==> src/rtl/afm_cfg.svh <==
// Constants for the async-family mode logic: register offsets, field
// positions, mode codes and timing. Included by the package and design.
`ifndef AFM_CFG_SVH
`define AFM_CFG_SVH
`define AFM_ADDR_W 4
`define AFM_OFF_CMR 4'h0
`define AFM_OFF_TMR 4'h1
`define AFM_OFF_RMR 4'h2
`define AFM_OFF_IO_CONTROL_REG 4'h3
`define AFM_OFF_TXD 4'h4
`define AFM_OFF_RXD 4'h5
`define AFM_OFF_RECEIVE_COMMAND_STATUS_REG 4'h6
`define AFM_MODE_ISO 4'h2
`define AFM_MODE_ACV 4'h3
`define AFM_MODE_NINE 4'h8
`define AFM_RECEIVE_COMMAND_STATUS_REG_CVTYPE 8
`define AFM_RECEIVE_COMMAND_STATUS_REG_BREAK 5
`define AFM_RECEIVE_COMMAND_STATUS_REG_BOUND 4
`define AFM_RECEIVE_COMMAND_STATUS_REG_RXAVAIL 0
`define AFM_PIN_FORCE_LO 2'h2
`define AFM_PIN_FORCE_HI 2'h3
`define AFM_DIV16 7'h10
`define AFM_DIV32 7'h20
`define AFM_DIV64 7'h40
`define AFM_CMR_RST 16'h0000
`endif

==> src/rtl/afm_pkg.sv <==
// Types for the async-family mode logic.
// Assumes afm_cfg.svh is on the include path.
`include "afm_cfg.svh"
package afm_pkg;
  typedef enum logic [2:0] {
    AFM_TX_IDLE = 3'b000,
    AFM_TX_START = 3'b001,
    AFM_TX_DATA = 3'b010,
    AFM_TX_FLAG = 3'b011,
    AFM_TX_STOP = 3'b100
  } afm_tx_state_t;
  typedef enum logic [2:0] {
    AFM_RX_IDLE = 3'b000,
    AFM_RX_START = 3'b001,
    AFM_RX_DATA = 3'b010,
    AFM_RX_FLAG = 3'b011,
    AFM_RX_STOP = 3'b100,
    AFM_RX_BREAK = 3'b101
  } afm_rx_state_t;
  typedef struct packed {
    logic [7:0] data;
    logic tag;
  } afm_txent_t;
  typedef struct packed {
    logic [7:0] data;
    logic bound;
    logic cvtype;
  } afm_rxent_t;
endpackage

==> src/rtl/afm_mode_logic.sv <==
// Async-family line logic for one serial channel: break, isochronous,
// nine-bit and code-violation modes, with a register port for software.
// Assumes synchronous line inputs and bit clock enables from the clk domain.
// Summary of operation
// - Break is framing error plus all-zero data.
// - Break drops character, sets status bit five.
// - Break flags its start only, never end.
// - Break bit clears on write-one and line high.
// - Pin field forces line low, high or normal.
// - Mode 0010 runs one clock per bit.
// - Isochronous sends one or two stop bits.
// - Mode 1000 adds flag bit, one stop.
// - Queue stores address flag with each character.
// - Nine-bit always uses eight data bits, no parity.
// - Nine-bit divisor as in async mode.
// - Received flag one tags block boundary.
// - Mode 0011 runs one clock per bit.
// - Code-violation words open with three-bit start.
// - Code-violation stop count one, two or none.
// - Extended transmit adds eight data bits.
// - Extended receive queues first byte only.
// - Queue stores start type with each word.
// - Receive reports start type at bit eight.
// - NRZ still uses same start bit values.
// - Divisor field gives 16, 32 or 64.
//
// Our own choices: the address map and strobed register access.
`timescale 1ns/1ps
`default_nettype none
`include "afm_cfg.svh"
module afm_mode_logic
  import afm_pkg::*;
#(
  parameter int DEPTH = 4
) (
  input wire logic clk,
  input wire logic nrst,
  input wire logic [`AFM_ADDR_W-1:0] addr,
  input wire logic [15:0] wdata,
  input wire logic wr,
  input wire logic rd,
  output logic [15:0] rdata_ff,
  input wire logic rxd,
  output logic txd_ff
);
  localparam int PW = $clog2(DEPTH);
  logic [15:0] channel_mode_reg_ff;
  logic [15:0] transmit_mode_reg_ff;
  logic [15:0] receive_mode_reg_ff;
  logic [15:0] io_control_reg_ff;
  logic break_ff;
  afm_txent_t tq_ff [DEPTH];
  afm_rxent_t rq_ff [DEPTH];
  logic [PW:0] tq_wp_ff, tq_rp_ff, rq_wp_ff, rq_rp_ff;
  afm_tx_state_t tx_st_ff;
  afm_rx_state_t rx_st_ff;
  logic [6:0] tx_div_ff, rx_div_ff;
  logic [4:0] tx_cnt_ff, rx_cnt_ff;
  logic [16:0] tx_sh_ff, rx_sh_ff;
  logic tx_tag_ff, tx_line_ff, tx_half_ff;
  logic [1:0] rx_start_ff;
  logic rx_half_ff, rx_prev_ff, rx_second_ff;
  logic tx_bit, rx_bit;

  wire [3:0] tx_mode = channel_mode_reg_ff[11:8];
  wire [3:0] rx_mode = channel_mode_reg_ff[3:0];
  wire tq_full = (tq_wp_ff[PW] != tq_rp_ff[PW]) &&
                 (tq_wp_ff[PW-1:0] == tq_rp_ff[PW-1:0]);
  wire tq_empty = tq_wp_ff == tq_rp_ff;
  wire rq_full = (rq_wp_ff[PW] != rq_rp_ff[PW]) &&
                 (rq_wp_ff[PW-1:0] == rq_rp_ff[PW-1:0]);
  wire rq_empty = rq_wp_ff == rq_rp_ff;

  // Divisor decode shared by both directions; code 11 is reserved and
  // falls back to the slowest rate rather than stopping the channel.
  function automatic logic [6:0] div_of(input logic [1:0] code);
    unique case (code)
      2'b00: div_of = `AFM_DIV16;
      2'b01: div_of = `AFM_DIV32;
      default: div_of = `AFM_DIV64;
    endcase
  endfunction

  function automatic logic one_x(input logic [3:0] m);
    one_x = (m == `AFM_MODE_ISO) || (m == `AFM_MODE_ACV);
  endfunction

  // Data bits per character: length field (0 means 8) plus parity for the
  // async style, and eight more in extended code-violation words.
  function automatic logic [4:0] nbits(input logic [3:0] m,
                                       input logic [15:0] mr,
                                       input logic ext);
    logic [4:0] n;
    n = (mr[4:2] == 3'h0) ? 5'h08 : {2'h0, mr[4:2]};
    if (mr[5]) begin
      n = n + 5'h01;
    end
    if (m == `AFM_MODE_NINE) begin
      n = 5'h08;
    end
    if (m == `AFM_MODE_ACV && ext) begin
      n = n + 5'h08;
    end
    nbits = n;
  endfunction

  // Registers: mode words steer the line logic, status shows its state.
  always_ff @(posedge clk or negedge nrst) begin
    if (!nrst) begin
      channel_mode_reg_ff <= `AFM_CMR_RST;
      transmit_mode_reg_ff <= 16'h0000;
      receive_mode_reg_ff <= 16'h0000;
      io_control_reg_ff <= 16'h0000;
    end else if (wr) begin
      unique case (addr)
        `AFM_OFF_CMR: channel_mode_reg_ff <= wdata;
        `AFM_OFF_TMR: transmit_mode_reg_ff <= wdata;
        `AFM_OFF_RMR: receive_mode_reg_ff <= wdata;
        `AFM_OFF_IO_CONTROL_REG: io_control_reg_ff <= wdata;
        default: ;
      endcase
    end
  end

  always_ff @(posedge clk or negedge nrst) begin
    if (!nrst) begin
      rdata_ff <= 16'h0000;
    end else if (rd) begin
      unique case (addr)
        `AFM_OFF_CMR: rdata_ff <= channel_mode_reg_ff;
        `AFM_OFF_TMR: rdata_ff <= transmit_mode_reg_ff;
        `AFM_OFF_RMR: rdata_ff <= receive_mode_reg_ff;
        `AFM_OFF_IO_CONTROL_REG: rdata_ff <= io_control_reg_ff;
        `AFM_OFF_RXD: rdata_ff <= {8'h00, rq_ff[rq_rp_ff[PW-1:0]].data};
        `AFM_OFF_RECEIVE_COMMAND_STATUS_REG: begin
          rdata_ff <= 16'h0000;
          rdata_ff[`AFM_RECEIVE_COMMAND_STATUS_REG_CVTYPE] <=
            rq_ff[rq_rp_ff[PW-1:0]].cvtype;
          rdata_ff[`AFM_RECEIVE_COMMAND_STATUS_REG_BREAK] <= break_ff;
          rdata_ff[`AFM_RECEIVE_COMMAND_STATUS_REG_BOUND] <=
            rq_ff[rq_rp_ff[PW-1:0]].bound;
          rdata_ff[`AFM_RECEIVE_COMMAND_STATUS_REG_RXAVAIL] <= !rq_empty;
        end
        default: rdata_ff <= 16'h0000;
      endcase
    end else begin
      rdata_ff <= 16'h0000;
    end
  end

  // Transmit queue: the tag travels with each character. Writes to a full
  // queue are dropped; no status bit shows its fill state to software.
  always_ff @(posedge clk or negedge nrst) begin
    if (!nrst) begin
      tq_wp_ff <= '0;
    end else if (wr && addr == `AFM_OFF_TXD && !tq_full) begin
      tq_ff[tq_wp_ff[PW-1:0]].data <= wdata[7:0];
      tq_ff[tq_wp_ff[PW-1:0]].tag <= (tx_mode == `AFM_MODE_NINE) ?
        channel_mode_reg_ff[15] : channel_mode_reg_ff[12];
      tq_wp_ff <= tq_wp_ff + 1'b1;
    end
  end

  // Bit-time tick generators.
  always_ff @(posedge clk or negedge nrst) begin
    if (!nrst) begin
      tx_div_ff <= 7'h00;
    end else if (tx_bit || tx_st_ff == AFM_TX_IDLE) begin
      tx_div_ff <= 7'h00;
    end else begin
      tx_div_ff <= tx_div_ff + 7'h01;
    end
  end
  always_comb begin
    tx_bit = one_x(tx_mode) ||
             (tx_div_ff == div_of(channel_mode_reg_ff[13:12]) - 7'h01);
  end
  wire tx_last = tx_cnt_ff == nbits(tx_mode, transmit_mode_reg_ff,
                                    channel_mode_reg_ff[13]) - 5'h01;
  wire tx_two = tx_cnt_ff == 5'h00 && channel_mode_reg_ff[14] &&
                tx_mode != `AFM_MODE_NINE;
  wire tx_none = tx_mode == `AFM_MODE_ACV &&
                 channel_mode_reg_ff[15:14] == 2'b10;
  // The next character is fetched in the last cycle of the current one so
  // that back-to-back characters get exactly the programmed stop length.
  wire tx_fetch = tx_st_ff == AFM_TX_IDLE ||
    (tx_st_ff == AFM_TX_DATA && tx_bit && tx_last && tx_none) ||
    (tx_st_ff == AFM_TX_STOP && (tx_none || (tx_bit && !tx_two)));

  // Transmitter. Code-violation start sequences are sent as plain bit
  // values; line encoding lies outside this block.
  always_ff @(posedge clk or negedge nrst) begin
    if (!nrst) begin
      tx_st_ff <= AFM_TX_IDLE;
      tq_rp_ff <= '0;
      tx_sh_ff <= '0;
      tx_cnt_ff <= 5'h00;
      tx_tag_ff <= 1'b0;
      tx_line_ff <= 1'b1;
      tx_half_ff <= 1'b0;
    end else begin
      unique case (tx_st_ff)
        AFM_TX_IDLE: begin
          tx_line_ff <= 1'b1;
        end
        AFM_TX_START: begin
          if (tx_mode == `AFM_MODE_ACV) begin
            // Command word 110, data word its inverse: 001.
            tx_line_ff <= (tx_cnt_ff == 5'h02) ? !tx_tag_ff : tx_tag_ff;
          end else begin
            tx_line_ff <= 1'b0;
          end
          if (tx_bit) begin
            if (tx_mode != `AFM_MODE_ACV || tx_cnt_ff == 5'h02) begin
              tx_cnt_ff <= 5'h00;
              tx_st_ff <= AFM_TX_DATA;
            end else begin
              tx_cnt_ff <= tx_cnt_ff + 5'h01;
            end
          end
        end
        AFM_TX_DATA: begin
          tx_line_ff <= tx_sh_ff[0];
          if (tx_bit) begin
            tx_sh_ff <= {1'b0, tx_sh_ff[16:1]};
            if (tx_last) begin
              tx_cnt_ff <= 5'h00;
              tx_st_ff <= (tx_mode == `AFM_MODE_NINE) ? AFM_TX_FLAG
                                                      : AFM_TX_STOP;
            end else begin
              tx_cnt_ff <= tx_cnt_ff + 5'h01;
            end
            // Second byte of an extended word joins on the fly.
            if (tx_mode == `AFM_MODE_ACV && channel_mode_reg_ff[13] &&
                !tx_half_ff && tx_cnt_ff == 5'h07 && !tq_empty) begin
              tx_sh_ff <= {9'h000, tq_ff[tq_rp_ff[PW-1:0]].data};
              tq_rp_ff <= tq_rp_ff + 1'b1;
              tx_half_ff <= 1'b1;
            end
          end
        end
        AFM_TX_FLAG: begin
          tx_line_ff <= tx_tag_ff;
          if (tx_bit) begin
            tx_st_ff <= AFM_TX_STOP;
          end
        end
        AFM_TX_STOP: begin
          tx_line_ff <= 1'b1;
          if (tx_bit && tx_two) begin
            tx_cnt_ff <= 5'h01;
          end
        end
        default: tx_st_ff <= AFM_TX_IDLE;
      endcase
      if (tx_fetch) begin
        tx_cnt_ff <= 5'h00;
        tx_half_ff <= 1'b0;
        if (!tq_empty) begin
          tx_sh_ff <= {9'h000, tq_ff[tq_rp_ff[PW-1:0]].data};
          tx_tag_ff <= tq_ff[tq_rp_ff[PW-1:0]].tag;
          tq_rp_ff <= tq_rp_ff + 1'b1;
          tx_st_ff <= AFM_TX_START;
        end else begin
          tx_st_ff <= AFM_TX_IDLE;
        end
      end
    end
  end

  // Pin control overrides the serial output.
  always_ff @(posedge clk or negedge nrst) begin
    if (!nrst) begin
      txd_ff <= 1'b1;
    end else begin
      unique case (io_control_reg_ff[7:6])
        `AFM_PIN_FORCE_LO: txd_ff <= 1'b0;
        `AFM_PIN_FORCE_HI: txd_ff <= 1'b1;
        default: txd_ff <= tx_line_ff;
      endcase
    end
  end

  // Receive timing: 1X modes sample every cycle; oversampled modes sample
  // at mid-bit, having waited half a bit after the start edge.
  always_ff @(posedge clk or negedge nrst) begin
    if (!nrst) begin
      rx_div_ff <= 7'h00;
    end else if (rx_bit || rx_st_ff == AFM_RX_IDLE ||
                 rx_st_ff == AFM_RX_BREAK) begin
      rx_div_ff <= 7'h00;
    end else begin
      rx_div_ff <= rx_div_ff + 7'h01;
    end
  end
  always_comb begin
    if (one_x(rx_mode)) begin
      rx_bit = 1'b1;
    end else if (rx_half_ff) begin
      rx_bit = rx_div_ff == (div_of(channel_mode_reg_ff[5:4]) >> 1);
    end else begin
      rx_bit = rx_div_ff == div_of(channel_mode_reg_ff[5:4]) - 7'h01;
    end
  end

  // Receiver with queue write and break latch.
  always_ff @(posedge clk or negedge nrst) begin
    if (!nrst) begin
      rx_st_ff <= AFM_RX_IDLE;
      rx_sh_ff <= '0;
      rx_cnt_ff <= 5'h00;
      rx_start_ff <= 2'b00;
      rx_half_ff <= 1'b0;
      rx_prev_ff <= 1'b1;
      rx_second_ff <= 1'b0;
      rq_wp_ff <= '0;
      break_ff <= 1'b0;
    end else begin
      rx_prev_ff <= rxd;
      unique case (rx_st_ff)
        AFM_RX_IDLE: begin
          rx_cnt_ff <= 5'h00;
          rx_sh_ff <= '0;
          if (rx_mode == `AFM_MODE_ACV) begin
            rx_start_ff <= {rx_start_ff[0], rxd};
            // Look for 110 or 001 in the last three line bits.
            if (rx_start_ff == 2'b11 && !rxd ||
                rx_start_ff == 2'b00 && rxd && rx_prev_ff == 1'b0) begin
              rx_second_ff <= rx_start_ff[0];
              rx_st_ff <= AFM_RX_DATA;
            end
          end else if (rx_prev_ff && !rxd) begin
            rx_half_ff <= 1'b1;
            rx_st_ff <= one_x(rx_mode) ? AFM_RX_DATA : AFM_RX_START;
          end
        end
        AFM_RX_START: begin
          if (rx_bit) begin
            rx_half_ff <= 1'b0;
            rx_st_ff <= rxd ? AFM_RX_IDLE : AFM_RX_DATA;
          end
        end
        AFM_RX_DATA: begin
          rx_half_ff <= 1'b0;
          if (rx_bit) begin
            rx_sh_ff[rx_cnt_ff] <= rxd;
            if (rx_cnt_ff == nbits(rx_mode, receive_mode_reg_ff,
                                   channel_mode_reg_ff[4]) - 5'h01) begin
              rx_cnt_ff <= 5'h00;
              rx_st_ff <= (rx_mode == `AFM_MODE_NINE) ? AFM_RX_FLAG
                                                      : AFM_RX_STOP;
            end else begin
              rx_cnt_ff <= rx_cnt_ff + 5'h01;
            end
          end
        end
        AFM_RX_FLAG: begin
          if (rx_bit) begin
            rx_sh_ff[16] <= rxd;
            rx_st_ff <= AFM_RX_STOP;
          end
        end
        AFM_RX_STOP: begin
          if (rx_bit) begin
            // The stop bit is not part of the next start search, so a data
            // word that follows at once is still recognised.
            rx_start_ff <= 2'b00;
            if (!rxd && rx_sh_ff == '0) begin
              break_ff <= 1'b1;
              rx_st_ff <= AFM_RX_BREAK;
            end else begin
              if (!rq_full) begin
                rq_ff[rq_wp_ff[PW-1:0]].data <= rx_sh_ff[7:0];
                rq_ff[rq_wp_ff[PW-1:0]].bound <=
                  (rx_mode == `AFM_MODE_NINE) ? rx_sh_ff[16]
                  : (rx_mode == `AFM_MODE_ACV);
                rq_ff[rq_wp_ff[PW-1:0]].cvtype <= rx_second_ff;
                rq_wp_ff <= rq_wp_ff + 1'b1;
              end
              rx_st_ff <= AFM_RX_IDLE;
            end
          end
        end
        AFM_RX_BREAK: begin
          if (rxd) begin
            rx_st_ff <= AFM_RX_IDLE;
          end
        end
        default: rx_st_ff <= AFM_RX_IDLE;
      endcase
      // The clear only takes once the line is back high; a new break in
      // the same cycle wins.
      if (wr && addr == `AFM_OFF_RECEIVE_COMMAND_STATUS_REG && wdata[`AFM_RECEIVE_COMMAND_STATUS_REG_BREAK] && rxd &&
          !(rx_st_ff == AFM_RX_STOP && rx_bit && !rxd)) begin
        break_ff <= 1'b0;
      end
    end
  end

  // Reading data pops the receive queue.
  always_ff @(posedge clk or negedge nrst) begin
    if (!nrst) begin
      rq_rp_ff <= '0;
    end else if (rd && addr == `AFM_OFF_RXD && !rq_empty) begin
      rq_rp_ff <= rq_rp_ff + 1'b1;
    end
  end
endmodule // afm_mode_logic
`default_nettype wire

==> config.mk <==
export PLATFORM = sky130hd
export DESIGN_NAME = afm_mode_logic
export DESIGN_NICKNAME = d
export VERILOG_FILES = /design/src/rtl/afm_pkg.sv /design/src/rtl/afm_mode_logic.sv
export VERILOG_INCLUDE_DIRS = /design/src /design/src/rtl
export SDC_FILE = /design/constraint.sdc
export NUM_CORES = 1
export LEC_CHECK = 0
export BUFFER_PORTS_ARGS = -buffer_cell sky130_fd_sc_hd__buf_2
export CORE_MARGIN = 2
export CORE_UTILIZATION = 32
export CTS_CLUSTER_SIZE = 30
export DETAILED_ROUTE_END_ITERATION = 10
export GPL_TIMING_DRIVEN = 0
export SLEW_MARGIN = 20
export SYNTH_ARGS = -nofsm -noshare
export SYNTH_HDL_FRONTEND = slang
export SYNTH_SLANG_ARGS = --single-unit
==> constraint.sdc <==
create_clock -name clk -period 3.4 [get_ports clk]
set_input_delay 0.51 -clock clk [delete_from_list [all_inputs] [get_ports clk]]
set_output_delay 0.51 -clock clk [all_outputs]
set_load 0.03 [all_outputs]
==> flow_metrics.tcl <==
set metrics [dict create \
    r2r_cells 8 \
    grt_use_total 0.138 \
    synth_ff_type "dfrtp_1" \
    leakagePower_nw 5.33 \
    crit_start "channel_mode_reg_ff[5]$_DFFE_PN0P_" \
    hpwl_mm 18.0 \
    cts_tree "yes" \
    fp.dieW_um 193 \
    wire_per_inst_um 17.1 \
    initial_core_util 0.324 \
    p_per_area_nw_per_um2 699 \
    routabilityCongestion 0.798 \
    insertion_delay_ns 0.54 \
    clock_path_buffers 3 \
    p_sw_frac 0.336 \
    io_pins 42 \
    drv_slew 0 \
    hold_violations 0 \
    antenna_found_initial 3 \
    hold_path_startpoint "rxd" \
    setup_viol 0 \
    clkSinkCount 242 \
    numPortBuffers 40 \
    syn_avg_cell_area_um2 11.9 \
    netlist_area_um2 11500 \
    irDropWorstVdd_mv 0.385 \
    hold_class "input port to flop" \
    p_clk_frac 0.295 \
    grt_pass1_wl_mm 42.4 \
    dp_cells 1463 \
    core_area_um2 35500 \
    path_class "flop to flop" \
    post-route-period-util 0.947 \
    met2_usage 0.231 \
    power_mw 9.29 \
    vias 7832 \
    synthCells 961 \
    yosysWarnings 0 \
    async_flop_share 0.686 \
    grtUsageMet3 0.0256 \
    synth_cell_types 79 \
    grt_start_max_net_pins 91 \
    p_seq_frac 0.414 \
    drc 0 \
    crit_path_end_kind "flop" \
    rsz0062_at_grt "no" \
    cap_violations 0 \
    htree_levels 1 \
    clockRootBuffer "clkbuf_16" \
    yosys_register_bits 242 \
    wirelength_mm 26.0 \
    grt_pass1_vias 7794 \
    drt-vias-per-instance 5.14 \
    tightest_slew_ns 0.878 \
    path_max_fanout 10 \
    yosysTopAreaCell "dfrtp_1" \
    critPathLaunchType "flop" \
    synth_most_common_cell "dfrtp_1" \
    final_cells 1525 \
    ant_nets 0 \
    holdPathStages 1 \
    synth_top_area_share 0.355 \
    slew_headroom 0.413 \
    period_minus_slack_ns 3.22 \
    busiest_layer "met2" \
    required_ns 3.60 \
    area_growth_pct 15.7 \
    dieArea_um2 37400 \
    r2r-start "channel_mode_reg_ff[5]$_DFFE_PN0P_" \
    grt-ovfl-total 0 \
    clkTransAtPathRegs_ns 0.06 \
    synthTopCellsByArea "dfrtp_1 36%, edfxtp_1 20%, mux2_2 6.9%" \
    p_comb_frac 0.292 \
    critPathArrivalTime_ns 3.42 \
    fin_nets 1093 \
    grt_util_met1 0.189 \
    p_switching_mw 3.12 \
    drt_pre_antenna_iters 5 \
    synth_edf_count 76 \
    outcome "completed" \
    synth_seq_area_share 0.561 \
    p_int_mw 6.16 \
    numCtsBuffers 27 \
    synthTopCellsByCount "163 x dfrtp_1, 77 x nand2_1, 76 x edfxtp_1" \
    clock.fmax_mhz 311 \
    drive_gt1_frac 0.205 \
    skew_ns 0.0193 \
    placementRows 69 \
    syn-num-nets 1014 \
    drt_iter0_drc 530 \
    fp.dieH_um 193 \
]
-- cell families after synthesis --
kind of cell | Yosys count | synth area share
flip-flops | 242 | 0.561
AND/OR/NAND/NOR | 247 | 0.107
adder cells (fa/ha/maj) | 28 | 0.0305
AO/OA/AOI/OAI | 229 | 0.129
buffers and inverters | 71 | 0.0239
XOR/XNOR | 52 | 0.0397
multiplexers | 92 | 0.109
-- stage by stage --
stage                     area [µm²]  utilization  TNS (ns)  hold slack [ns]  setup slack (ns)
after floorplan                11500            -         0            0.214             0.237
after global placement         12300        0.346   -246.66            0.450             -1.32
after detailed placement       12300        0.347    -11.93            0.455            -0.295
after CTS                      13200        0.371         0           0.0971            0.0306
after global routing           13300        0.374         0           0.0959            0.0328
final                          13300        0.374         0            0.115             0.180
-- placed cells by master (no fill, tap or decap), types with 8 or more instances in the layout --
cell type,netlist,routed
dfrtp_1,163,161
nand2_1,77,77
edfxtp_1,76,76
o21ai_0,72,71
mux2_2,70,70
nor2_1,59,59
a21oi_1,48,48
buf_2,6,44
clkbuf_1,35,39
a22oi_1,35,35
xnor2_1,32,31
inv_1,27,27
ha_1,28,27
clkbuf_16,0,27
nand3_1,25,25
xor2_1,20,20
mux4_2,19,19
nand2b_1,12,12
a31oi_1,12,12
nor3_1,10,9
buf_4,0,9
o22ai_1,8,8
-- metal layers --
| layer | share of wire | vias to the layer above |
|---|---|---|
| li1 | - | 3722 |
| met1 | 0.46 | 3951 |
| met2 | 0.48 | 123 |
| met3 | 0.037 | 36 |
| met4 | 0.019 | 0 |
| met5 | 0 | - |
-- power by group through the flow --
stage / clock network, mW / registers, mW / logic, mW
after floorplan: 0 / 3.79 / 2.03
after global placement: 0 / 3.86 / 2.58
after detailed placement: 0 / 3.88 / 2.64
after CTS: 2.81 / 3.83 / 2.66
after global routing: 2.94 / 3.91 / 3.03
final: 2.74 / 3.84 / 2.71
-- registers in the layout, summed over array words and instances, names as in the netlist, 17 cells and up --
signal and count:
rq_ff 40, tq_ff 36, rx_sh_ff 17, tx_sh_ff 17
-- repair_timing --
action | 4_1_cts | 5_1_grt
setup buffers | 1 | 8
hold endpoints to repair | 66 | 0
hold buffers | 1 | 0
pin swaps | 1 | 3
setup endpoints to repair | 60 | 86
resized for setup | 5 | 12
-- critical path: stages (launching register included) --
cell and delay [ns]:
dfrtp_1 0.43, or2_2 0.35, ha_1 0.30, nor2_1 0.08, a21oi_1 0.05, xnor2_1 0.15
o41a_1 0.60, a2111oi_4 0.47, and3_2 0.44
-- layout make-up --
cell class	instances	area, µm²
tap	461	577
timing repair buffer	51	315
fill	3460	22200
inverter	27	101
multi-input combinational	648	4830
sequential	242	6440
buffer	43	175
antenna	3	7.51
clock inverter	18	136
clock buffer	32	694
-- worst paths after layout --
path | endpoint | slack (ns)
min in group asynchronous | tx_sh_ff[14]$_DFF_PN0_ | 0.54
setup / recovery | rq_ff[3][3]$_DFFE_PP_ | 0.18
hold / removal | rx_prev_ff$_DFF_PN1_ | 0.12
hold reg to reg | tx_div_ff[0]$_DFF_PN0_ | 0.46
setup reg to reg | rq_ff[3][3]$_DFFE_PP_ | 0.18
max in group asynchronous | rx_prev_ff$_DFF_PN1_ | 1.96
Power figures use the tool's default switching activity.
